**src/pkg/rsc_pkg.sv**
```systemverilog
package rsc_pkg;

  // Register offsets on the plain register port
  localparam logic [3:0] ADDR_GUARD   = 4'h0;
  localparam logic [3:0] ADDR_CAUSE   = 4'h1;
  localparam logic [3:0] ADDR_LVSEL   = 4'h2;
  localparam logic [3:0] ADDR_WDTKEY  = 4'h3;
  localparam logic [3:0] ADDR_IRQ_ST  = 4'h4;
  localparam logic [3:0] ADDR_IRQ_MSK = 4'h5;

  // Reset values and alternate valid key patterns
  localparam logic [7:0] GUARD_POR   = 8'h55;
  localparam logic [7:0] GUARD_ALT   = 8'hAA;
  localparam logic [7:0] LVSEL_POR   = 8'h66;
  localparam logic [4:0] WDTKEY_POR  = 5'h0A;
  localparam logic [4:0] WDTKEY_OFF  = 5'h15;

  // Low-voltage select codes
  localparam logic [7:0] LV_1V7  = 8'h66;
  localparam logic [7:0] LV_1V9  = 8'h55;
  localparam logic [7:0] LV_2V55 = 8'h33;
  localparam logic [7:0] LV_3V15 = 8'h99;
  localparam logic [7:0] LV_3V8  = 8'hAA;
  localparam logic [7:0] LV_OFF  = 8'hF0;

  // Cause flag bit positions
  localparam int BIT_WDT   = 0;
  localparam int BIT_LVCFG = 1;
  localparam int BIT_LV    = 2;
  localparam int BIT_GUARD = 3;

  // Timing
  localparam int CLK_MHZ        = 100;
  localparam int POR_DELAY_MS   = 50;
  localparam int POR_DELAY_CYC  = POR_DELAY_MS * 1000 * CLK_MHZ;
  localparam int LV_MIN_US      = 1000;
  localparam int LV_MIN_CYC     = LV_MIN_US * CLK_MHZ;
  localparam int TRIG_SLOW_CYC  = 2;

  // Threshold select one-hot
  typedef struct packed {
    logic lv_3v8;
    logic lv_3v15;
    logic lv_2v55;
    logic lv_1v9;
    logic lv_1v7;
  } rsc_thr_t;

  // Sequencer states
  typedef enum logic [2:0] {
    ST_HOLD = 3'b001,
    ST_WAIT = 3'b010,
    ST_RUN  = 3'b100
  } rsc_state_t;

endpackage : rsc_pkg

```
**src/logic/rsc_top.sv**
```systemverilog
`timescale 1ns/1ps
module rsc_top #(
  parameter int POR_DELAY = rsc_pkg::POR_DELAY_CYC,
  parameter int LV_MIN    = rsc_pkg::LV_MIN_CYC
) (
  input  wire logic        CORE_CLK,
  input  wire logic        RST_N,
  input  wire logic        SLOW_OSC,
  input  wire logic        LV_BELOW_N,
  input  wire logic        POWER_DOWN,
  input  wire logic [3:0]  ADDR,
  input  wire logic [7:0]  WDATA,
  input  wire logic        WR,
  input  wire logic        RD,
  output logic      [7:0]  RDATA,
  output logic      [4:0]  LV_THRESH,
  output logic             LV_ENABLE,
  output logic             SYS_RST_N,
  output logic      [15:0] PC_INIT,
  output logic      [7:0]  PORT_INIT,
  output logic             IRQ
);

  // Synchronisers: slow osc and supply comparator, three stages each
  logic [2:0] osc_sync;
  logic [2:0] lv_sync;
  always_ff @(posedge CORE_CLK or negedge RST_N)
  begin
    if (!RST_N)
    begin
      osc_sync <= 3'b000;
      lv_sync  <= 3'b111;
    end
    else
    begin
      osc_sync <= {osc_sync[1:0], SLOW_OSC};
      lv_sync  <= {lv_sync[1:0], LV_BELOW_N};
    end
  end

  // Filtered levels change only when stages two and three agree
  logic osc_lvl;
  logic lv_ok;
  always_ff @(posedge CORE_CLK or negedge RST_N)
  begin
    if (!RST_N)
    begin
      osc_lvl <= 1'b0;
      lv_ok   <= 1'b1;
    end
    else
    begin
      if (osc_sync[1] == osc_sync[2]) osc_lvl <= osc_sync[2];
      if (lv_sync[1] == lv_sync[2]) lv_ok <= lv_sync[2];
    end
  end

  logic osc_prev;
  wire  osc_rise = osc_lvl & ~osc_prev;

  // Register port decode
  wire wr_guard = WR && (ADDR == rsc_pkg::ADDR_GUARD);
  wire wr_cause = WR && (ADDR == rsc_pkg::ADDR_CAUSE);
  wire wr_lvsel = WR && (ADDR == rsc_pkg::ADDR_LVSEL);
  wire wr_wdt   = WR && (ADDR == rsc_pkg::ADDR_WDTKEY);
  wire wr_ist   = WR && (ADDR == rsc_pkg::ADDR_IRQ_ST);
  wire wr_imsk  = WR && (ADDR == rsc_pkg::ADDR_IRQ_MSK);

  logic [7:0] guard_key;
  logic [7:0] lvsel;
  logic [4:0] wdt_key;
  logic [3:0] cause;
  logic [3:0] irq_st;
  logic [3:0] irq_msk;

  // Key and select validity
  wire guard_ok = (guard_key == rsc_pkg::GUARD_POR) ||
                  (guard_key == rsc_pkg::GUARD_ALT);
  wire wdt_ok   = (wdt_key == rsc_pkg::WDTKEY_POR) || (wdt_key == rsc_pkg::WDTKEY_OFF);
  rsc_pkg::rsc_thr_t thr;
  assign thr.lv_1v7  = (lvsel == rsc_pkg::LV_1V7);
  assign thr.lv_1v9  = (lvsel == rsc_pkg::LV_1V9);
  assign thr.lv_2v55 = (lvsel == rsc_pkg::LV_2V55);
  assign thr.lv_3v15 = (lvsel == rsc_pkg::LV_3V15);
  assign thr.lv_3v8  = (lvsel == rsc_pkg::LV_3V8);
  wire lv_off   = (lvsel == rsc_pkg::LV_OFF);
  wire lvsel_ok = (|thr) || lv_off;
  wire lv_en    = (|thr) && !POWER_DOWN;

  // Slow-cycle counters: trigger on second slow edge, one to two slow cycles after the fault
  logic [1:0] g_cnt;
  logic [1:0] l_cnt;
  logic [1:0] w_cnt;
  wire g_fire = !guard_ok && osc_rise && (g_cnt == 2'(rsc_pkg::TRIG_SLOW_CYC - 1));
  wire l_fire = !lvsel_ok && osc_rise && (l_cnt == 2'(rsc_pkg::TRIG_SLOW_CYC - 1));
  wire w_fire = !wdt_ok && osc_rise && (w_cnt == 2'(rsc_pkg::TRIG_SLOW_CYC - 1));

  always_ff @(posedge CORE_CLK or negedge RST_N)
  begin
    if (!RST_N)
    begin
      osc_prev <= 1'b0;
      g_cnt    <= 2'b00;
      l_cnt    <= 2'b00;
      w_cnt    <= 2'b00;
    end
    else
    begin
      osc_prev <= osc_lvl;
      g_cnt <= guard_ok ? 2'b00 : (osc_rise && !g_fire) ? g_cnt + 2'b01 : g_cnt;
      l_cnt <= lvsel_ok ? 2'b00 : (osc_rise && !l_fire) ? l_cnt + 2'b01 : l_cnt;
      w_cnt <= wdt_ok ? 2'b00 : (osc_rise && !w_fire) ? w_cnt + 2'b01 : w_cnt;
    end
  end

  // Low-supply qualification; short dips never reach the limit
  logic [31:0] lv_cnt;
  wire lv_fire = lv_en && !lv_ok && (lv_cnt == 32'(LV_MIN - 1));
  always_ff @(posedge CORE_CLK or negedge RST_N)
  begin
    if (!RST_N)
      lv_cnt <= '0;
    else if (!lv_en || lv_ok)
      lv_cnt <= '0;
    else if (!lv_fire && lv_cnt != 32'(LV_MIN - 1))
      lv_cnt <= lv_cnt + 32'd1;
  end
  // Supply still low after qualification keeps reset asserted
  wire lv_hold = lv_en && !lv_ok && (lv_cnt == 32'(LV_MIN - 1));

  // Registers; flags are cleared only by software writes
  wire [3:0] set_ev = {g_fire, lv_fire, l_fire, w_fire};
  wire [3:0] clr_cause = wr_cause ? ~WDATA[3:0] : 4'h0;
  always_ff @(posedge CORE_CLK or negedge RST_N)
  begin
    if (!RST_N)
    begin
      guard_key <= rsc_pkg::GUARD_POR;
      lvsel     <= rsc_pkg::LVSEL_POR;
      wdt_key   <= rsc_pkg::WDTKEY_POR;
      cause     <= 4'h0;
      irq_st    <= 4'h0;
      irq_msk   <= 4'h0;
    end
    else
    begin
      if (g_fire) guard_key <= rsc_pkg::GUARD_POR;
      else if (wr_guard) guard_key <= WDATA;
      if (l_fire) lvsel <= rsc_pkg::LVSEL_POR;
      else if (wr_lvsel) lvsel <= WDATA;
      if (w_fire) wdt_key <= rsc_pkg::WDTKEY_POR;
      else if (wr_wdt) wdt_key <= WDATA[7:3];
      cause   <= (cause & ~clr_cause) | set_ev;
      irq_st  <= (irq_st & ~(wr_ist ? WDATA[3:0] : 4'h0)) | set_ev;
      if (wr_imsk) irq_msk <= WDATA[3:0];
    end
  end

  // Combined reset request and start-up sequencer
  wire trig_rst = g_fire | l_fire | w_fire;
  wire supply_rst = lv_hold;
  rsc_pkg::rsc_state_t state;
  rsc_pkg::rsc_state_t next_state;
  logic [31:0] dly_cnt;
  wire dly_done = (dly_cnt == 32'(POR_DELAY - 1));

  always_comb
  begin
    next_state = state;
    case (state)
      rsc_pkg::ST_HOLD: if (!supply_rst) next_state = rsc_pkg::ST_WAIT;
      rsc_pkg::ST_WAIT:
        if (supply_rst) next_state = rsc_pkg::ST_HOLD;
        else if (dly_done) next_state = rsc_pkg::ST_RUN;
      rsc_pkg::ST_RUN:
        if (supply_rst || trig_rst) next_state = rsc_pkg::ST_HOLD;
      default: next_state = rsc_pkg::ST_HOLD;
    endcase
  end

  // Release on a clock edge, so the core leaves reset synchronously
  always_ff @(posedge CORE_CLK or negedge RST_N)
  begin
    if (!RST_N)
    begin
      state   <= rsc_pkg::ST_HOLD;
      dly_cnt <= '0;
    end
    else
    begin
      state   <= next_state;
      dly_cnt <= (state == rsc_pkg::ST_WAIT && !dly_done) ? dly_cnt + 32'd1 : '0;
    end
  end

  // Read port, one cycle latency
  logic [7:0] rd_mux;
  assign rd_mux = (ADDR == rsc_pkg::ADDR_GUARD)   ? guard_key :
                  (ADDR == rsc_pkg::ADDR_CAUSE)   ? {4'h0, cause} :
                  (ADDR == rsc_pkg::ADDR_LVSEL)   ? lvsel :
                  (ADDR == rsc_pkg::ADDR_WDTKEY)  ? {wdt_key, 3'b000} :
                  (ADDR == rsc_pkg::ADDR_IRQ_ST)  ? {4'h0, irq_st} :
                  (ADDR == rsc_pkg::ADDR_IRQ_MSK) ? {4'h0, irq_msk} : 8'h00;

  always_ff @(posedge CORE_CLK or negedge RST_N)
  begin
    if (!RST_N)
    begin
      RDATA     <= 8'h00;
      SYS_RST_N <= 1'b0;
      LV_THRESH <= 5'h00;
      LV_ENABLE <= 1'b0;
    end
    else
    begin
      RDATA     <= RD ? rd_mux : 8'h00;
      SYS_RST_N <= (state == rsc_pkg::ST_RUN) && (next_state == rsc_pkg::ST_RUN);
      LV_THRESH <= thr;
      LV_ENABLE <= lv_en;
    end
  end

  // Core start values held constant while in reset
  assign PC_INIT   = 16'h0000;
  assign PORT_INIT = 8'hFF;
  assign IRQ       = |(irq_st & irq_msk);

  // Assertions
  // Guard key violation sets its flag and pulls the reset
  guard_flag_a: assert property (@(posedge CORE_CLK) disable iff (!RST_N)
    g_fire |=> cause[rsc_pkg::BIT_GUARD] && !SYS_RST_N)
    else $error("guard flag not set");

  // Low-supply flag only drops on a software write of zero
  flag_hold_a: assert property (@(posedge CORE_CLK) disable iff (!RST_N)
    $fell(cause[rsc_pkg::BIT_LV]) |-> $past(wr_cause) && !$past(WDATA[2]))
    else $error("lv flag cleared without write");

  // Bad select code restores the power-on code
  sel_restore_a: assert property (@(posedge CORE_CLK) disable iff (!RST_N)
    l_fire |=> lvsel == rsc_pkg::LVSEL_POR && cause[rsc_pkg::BIT_LVCFG])
    else $error("select not restored");

  // Genuine low supply leaves the select code alone
  sel_keep_a: assert property (@(posedge CORE_CLK) disable iff (!RST_N)
    (lv_fire && !wr_lvsel) |=> $stable(lvsel))
    else $error("select changed");

  // Bad watchdog key sets its flag
  wdt_flag_a: assert property (@(posedge CORE_CLK) disable iff (!RST_N)
    w_fire |=> cause[rsc_pkg::BIT_WDT])
    else $error("wdt flag not set");

  // Unused cause bits read zero
  cause_high_a: assert property (@(posedge CORE_CLK) disable iff (!RST_N)
    RD && ADDR == rsc_pkg::ADDR_CAUSE |=> RDATA[7:4] == 4'h0)
    else $error("cause high bits set");

  // Monitor enable drops at the pin in power-down
  pd_off_a: assert property (@(posedge CORE_CLK) disable iff (!RST_N)
    POWER_DOWN |=> !LV_ENABLE)
    else $error("lv enabled in power down");

  // Qualified low supply needs a low level before it
  lv_short_a: assert property (@(posedge CORE_CLK) disable iff (!RST_N)
    lv_fire |-> $past(!lv_ok && lv_en))
    else $error("unqualified lv");

  // Either key pattern stays quiet
  key_ok_a: assert property (@(posedge CORE_CLK) disable iff (!RST_N)
    guard_ok |-> !g_fire)
    else $error("guard fired on valid key");

  // Release only from the run state
  release_a: assert property (@(posedge CORE_CLK) disable iff (!RST_N)
    $rose(SYS_RST_N) |-> $past(state) == rsc_pkg::ST_RUN)
    else $error("early release");

  // Lowest threshold code drives bit zero of the one-hot
  thr_low_a: assert property (@(posedge CORE_CLK) disable iff (!RST_N)
    (lvsel == rsc_pkg::LV_1V7) |=> (LV_THRESH == 5'h01))
    else $error("lowest threshold wrong");

  // Highest threshold code drives the top bit
  thr_high_a: assert property (@(posedge CORE_CLK) disable iff (!RST_N)
    (lvsel == rsc_pkg::LV_3V8) |=> (LV_THRESH == 5'h10))
    else $error("highest threshold wrong");

  // Disable code turns the monitor off
  thr_off_a: assert property (@(posedge CORE_CLK) disable iff (!RST_N)
    (lvsel == rsc_pkg::LV_OFF) |=> (LV_THRESH == 5'h00) && !LV_ENABLE)
    else $error("disable code ignored");

  // An unmasked event raises the interrupt; set beats clear
  irq_raise_a: assert property (@(posedge CORE_CLK) disable iff (!RST_N)
    (|(set_ev & irq_msk) && !wr_imsk) |=> IRQ)
    else $error("interrupt not raised");

  // Clearing all status bits with no event drops the interrupt
  irq_clear_a: assert property (@(posedge CORE_CLK) disable iff (!RST_N)
    (wr_ist && WDATA[3:0] == 4'hF && set_ev == 4'h0) |=> !IRQ)
    else $error("interrupt not cleared");

  // Writing zeros with no event clears every cause flag
  cause_clear_a: assert property (@(posedge CORE_CLK) disable iff (!RST_N)
    (wr_cause && WDATA[3:0] == 4'h0 && set_ev == 4'h0) |=> (cause == 4'h0))
    else $error("cause not cleared");

  // No flag rises without its event
  cause_sticky_a: assert property (@(posedge CORE_CLK) disable iff (!RST_N)
    (set_ev == 4'h0) |=> ((cause & ~$past(cause)) == 4'h0))
    else $error("flag set without event");

  // Read data is zero outside the read reply
  rd_idle_a: assert property (@(posedge CORE_CLK) disable iff (!RST_N)
    !RD |=> (RDATA == 8'h00))
    else $error("read data not idle");

  // Guard key reads back as stored
  guard_read_a: assert property (@(posedge CORE_CLK) disable iff (!RST_N)
    (RD && ADDR == rsc_pkg::ADDR_GUARD) |=> (RDATA == $past(guard_key)))
    else $error("guard readback wrong");

  // Supply still low keeps the system in reset
  supply_hold_a: assert property (@(posedge CORE_CLK) disable iff (!RST_N)
    supply_rst |=> !SYS_RST_N)
    else $error("released during low supply");

  // Release only after the full start-up count
  delay_count_a: assert property (@(posedge CORE_CLK) disable iff (!RST_N)
    $rose(SYS_RST_N) |-> ($past(dly_cnt, 2) == 32'(POR_DELAY - 1)))
    else $error("start-up delay short");

  // Bad watchdog key is restored
  wdt_restore_a: assert property (@(posedge CORE_CLK) disable iff (!RST_N)
    w_fire |=> (wdt_key == rsc_pkg::WDTKEY_POR))
    else $error("wdt key not restored");

  // Bad guard key is restored so it stops retriggering
  guard_restore_a: assert property (@(posedge CORE_CLK) disable iff (!RST_N)
    g_fire |=> (guard_key == rsc_pkg::GUARD_POR))
    else $error("guard key not restored");

  // Good supply or a disabled monitor restarts qualification
  lv_count_a: assert property (@(posedge CORE_CLK) disable iff (!RST_N)
    (lv_ok || !lv_en) |=> (lv_cnt == 32'd0))
    else $error("lv count not restarted");

  // Register-guard trigger in run pulls the reset at once
  trig_hold_a: assert property (@(posedge CORE_CLK) disable iff (!RST_N)
    (trig_rst && state == rsc_pkg::ST_RUN) |=> (state == rsc_pkg::ST_HOLD) && !SYS_RST_N)
    else $error("trigger not combined");

  // Mask register takes its write
  mask_write_a: assert property (@(posedge CORE_CLK) disable iff (!RST_N)
    wr_imsk |=> (irq_msk == $past(WDATA[3:0])))
    else $error("mask write lost");

  // Select register takes its write unless restored
  sel_write_a: assert property (@(posedge CORE_CLK) disable iff (!RST_N)
    (wr_lvsel && !l_fire) |=> (lvsel == $past(WDATA)))
    else $error("select write lost");

  // Cause flags read back as stored
  cause_read_a: assert property (@(posedge CORE_CLK) disable iff (!RST_N)
    (RD && ADDR == rsc_pkg::ADDR_CAUSE) |=> (RDATA[3:0] == $past(cause)))
    else $error("cause readback wrong");

endmodule : rsc_top

```
**config.mk**
```make
export PLATFORM = sky130hd
export DESIGN_NAME = rsc_top
export DESIGN_NICKNAME = d
export VERILOG_FILES = /design/src/pkg/rsc_pkg.sv /design/src/logic/rsc_top.sv
export SDC_FILE = /design/constraint.sdc
export NUM_CORES = 1
export LEC_CHECK = 0
export BUFFER_PORTS_ARGS = -buffer_cell sky130_fd_sc_hd__buf_2
export CAP_MARGIN = 10
export CORE_MARGIN = 5
export CORE_UTILIZATION = 35
export DETAILED_ROUTE_END_ITERATION = 8
export HOLD_SLACK_MARGIN = 0.06
export PLACE_DENSITY_LB_ADDON = 0.15
export SKIP_LAST_GASP = 1
export SLEW_MARGIN = 20
export SYNTH_ARGS = -nofsm -noshare
export SYNTH_HDL_FRONTEND = slang
export SYNTH_SLANG_ARGS = --single-unit
export TNS_END_PERCENT = 50
```
**constraint.sdc**
```tcl
create_clock -name CORE_CLK -period 2.55 [get_ports CORE_CLK]
set_clock_uncertainty 0.2 [all_clocks]
set_input_delay 0.255 -clock CORE_CLK [delete_from_list [all_inputs] [get_ports CORE_CLK]]
set_output_delay 0.255 -clock CORE_CLK [all_outputs]
set_load 0.05 [all_outputs]
```
==> run_results.csv <==
group,metric,value,unit
power_and_ir_drop,power_leakage,3.28,nW
timing,tns,0,ps
synthesis,synth.largest_area_cell,"dfrtp_1",
global_routing,grtUsageTotal,0.146,
drt,viasPerCell,5.10,
placement,portBuffers,34,
floorplanning,fp.coreArea,18600,sq um
timing,period_share,0.861,
timing,worstMarginPinSlew,788,ps
global_routing,grt_max_degree,80,
power_and_ir_drop,power,6.58,mW
finish,layout_commonest_cell,"dfrtp_1",
timing,fin_crit,2200,ps
floorplanning,io-pin-count,59,
clock_network,insertion_delay,420,ps
synthesis,synth_fa_ha_area_frac,0.0126,
flow_run,max_cap_violations,0,
synthesis,synth_top_family_by_area,"simple AND/OR/NAND/NOR gates",
global_routing,grt_pass1_vias,5058,
drt,first_iter_violations,264,
finish,final_cell_mix,"dfrtp_1, nor2_1, nand2_1, nand3_1, xnor2_1",
synthesis,synth_mux_area_frac,0.0315,
synthesis,ys_warn_count,0,
setup_path,worst_setup_path_end_kind,"register",
synthesis,syn_inst,681,
hold_path,hp-class,"primary input to register",
placement,hpwl,10700,microns
timing,setup_viol,0,
synthesis,synth-seq-cells,130,
synthesis,synthXorXnorAreaFrac,0.0748,
timing,rsz0062_at_grt,"false",
drt,via_count,5041,
drt,routedWlPerCell,15.5,microns
global_routing,antenna_found_initial,0,
power_and_ir_drop,power.share.sequential,0.414,
synthesis,synth_area_leaders,"dfrtp_1, dfstp_2, xnor2_1",
synthesis,yosys.area_share.simple,0.270,
synthesis,synth_area,6560,sq um
floorplanning,dieWidth,147,microns
synthesis,synth_compound_gate_area_share,0.0590,
clock_network,tritoncts,"yes",
finish,final_layout_size_suffix_gt1_frac,0.147,
floorplanning,dieHeight,147,microns
timing,finalHoldViolations,0,
drt,wl,15300,microns
clock_network,root_buffer,"clkbuf_16",
power_and_ir_drop,p_comb_frac,0.184,
timing,fmax,455,MHz
finish,nNetsFinal,765,
synthesis,ys.flop_type,"dfrtp_1",
synthesis,synth_top_cell_area_share,0.439,
power_and_ir_drop,intPower,4.63,mW
timing,maxSlewViolCount,0,
clock_network,clock_sinks,130,
clock_network,postCtsSetupRepairBufs,0,
clock_network,numCtsBuffers,17,
synthesis,syn_area_per_cell,9.63,sq um
floorplanning,rows,50,
global_routing,grt_pass1_wl,25600,microns
setup_path,path_class,"register to register",
power_and_ir_drop,swShare,0.297,
drt,drc_errors,0,
power_and_ir_drop,ir_drop,0.487,mV
clock_network,cts.repair.resized,0,
synthesis,ys_seq_area_frac,0.499,
finish,syn_to_final_growth,18.6,%
synthesis,async_reset_ff_frac,1.00,
floorplanning,fp.dieArea,21600,sq um
placement,globalplace.congestion,0.802,
power_and_ir_drop,p_switching,1.95,mW
outcome,status,"finished, final reports clean",
setup_path,crit_required,2640,ps
timing,relSlewSlack,0.470,
power_and_ir_drop,p_clk_frac,0.402,
setup_path,startpoint_type,"register",
global_routing,grt_overflow,0,
floorplanning,start_util,0.353,
setup_path,critPathMaxFanout,6,
drt,ant_nets,0,
drt,drtPass1Iterations,4,
power_and_ir_drop,power.density,846,nW/um^2
clock_network,cts_buffer_depth,2,
finish,antenna_cells,0,
synthesis,synth_edf_count,0,
synthesis,synth_cell_types,53,
clock_network,path_clk_slew,60,ps
clock_network,cts_max_level,4,
setup_path,critical_path_arrival,2280,ps
==> kinds of logic (layout without fill, tap and decap cells) <==
logic type                 Yosys count  in the layout
muxes                               20             20
adders and majority gates            7              7
buffers and inverters               64            115
other                                2             24
and+or+nand+nor                    337            337
AOI/OAI and AO/OA                   65             65
xor gates and xnor gates            56             56
DFF                                130            130
==> critical path, cell delays in order, from the launching register on <==
cell	delay [ps]
dfrtp_1	440
nor4_1	430
nand4_1	340
nor3_1	220
buf_4	170
mux2i_1	200
nor2_1	50
==> state kept, by name, summed over array words and instances, names as in the netlist, 3 cells and up <==
| register | cells |
|---|---|
| wdt_key | 5 |
| irq_st | 4 |
| LV_THRESH | 5 |
| dly_cnt | 32 |
| state | 3 |
| lvsel | 8 |
| osc_sync | 3 |
| irq_msk | 4 |
| RDATA | 8 |
| cause | 4 |
| lv_sync | 3 |
| lv_cnt | 32 |
| guard_key | 8 |
==> power groups by stage <==
stage	Clock, mW	Combinational [mW]	Sequential (mW)
CTS	2.71	1.23	2.72
detailed placement	0	1.20	2.75
global placement	0	1.16	2.73
floorplan	0	0.846	2.73
global route	2.81	1.36	2.76
finish	2.64	1.21	2.72
==> area by class of cell <==
| cell class | count | area [sq um] |
|---|---|---|
| Clock buffer | 17 | 425 |
| Clock inverter | 15 | 214 |
| Fill cell | 1803 | 10800 |
| Inverter | 20 | 75.1 |
| Multi-Input combinational cell | 509 | 3040 |
| Sequential cell | 130 | 3270 |
| Tap cell | 234 | 293 |
| Timing Repair Buffer | 63 | 450 |
==> worst paths after layout <==
kind | depth (start not counted) | start | slack (ps) | end
worst max-delay path | 6 | lv_cnt[18] | 350 | lv_cnt[1]
worst min-delay path | 4 | ADDR[1] | 90 | RDATA[0]
worst max register to register | 6 | lv_cnt[18] | 350 | lv_cnt[1]
worst min register to register | 0 | osc_sync[0] | 160 | osc_sync[1]
max in group asynchronous | 3 | RST_N | 1550 | state[0]
min in group asynchronous | 3 | RST_N | 170 | wdt_key[0]
==> synthesized netlist by cell type (3+ instances only) <==
library cell and number:
o21ai_0 20, a21oi_1 21, nand3_1 52, buf_2 5, nor2_1 86, ha_1 5
or3_1 6, dfrtp_1 115, nor4b_1 4, nor4bb_1 7, o31ai_1 5, nor3_1 18
and4_1 7, nand2_1 68, nand2b_1 6, xnor2_1 37, a21o_1 3, buf_4 24
and2_1 12, clkbuf_1 15, xor2_1 19, nand4_1 15, nor4_1 21, a22oi_1 6
inv_1 20, mux2i_1 15, nor2b_1 3, dfstp_2 15, nand4bb_1 4, mux2_2 5
a211oi_1 4, and3_1 13
==> through the flow <==
stage	util	cells	setup slack, ps	area [sq um]	hold WS [ps]
2_1_floorplan	-	703	482	6640	-241
5_1_grt	0.418	988	176	7770	95.3
3_3_place_gp	0.376	942	415	6990	78.5
3_5_place_dp	0.376	942	364	6990	79.4
4_1_cts	0.418	988	358	7770	69.8
6_report	0.418	988	354	7770	85.8
==> routing by layer <==
metal / part of all wire / vias up / global-route usage
li1: - / 2452 / -
met1: 0.47 / 2474 / 0.196
met2: 0.46 / 94 / 0.227
met3: 0.043 / 21 / 0.0404
met4: 0.020 / 0 / 0.0555
met5: 0 / - / 0
==> what timing repair did <==
action                     CTS  global route
setup endpoints to repair    0             0
hold endpoints to repair   174             0
hold buffers                14             0
Power figures use the tool's default switching activity.
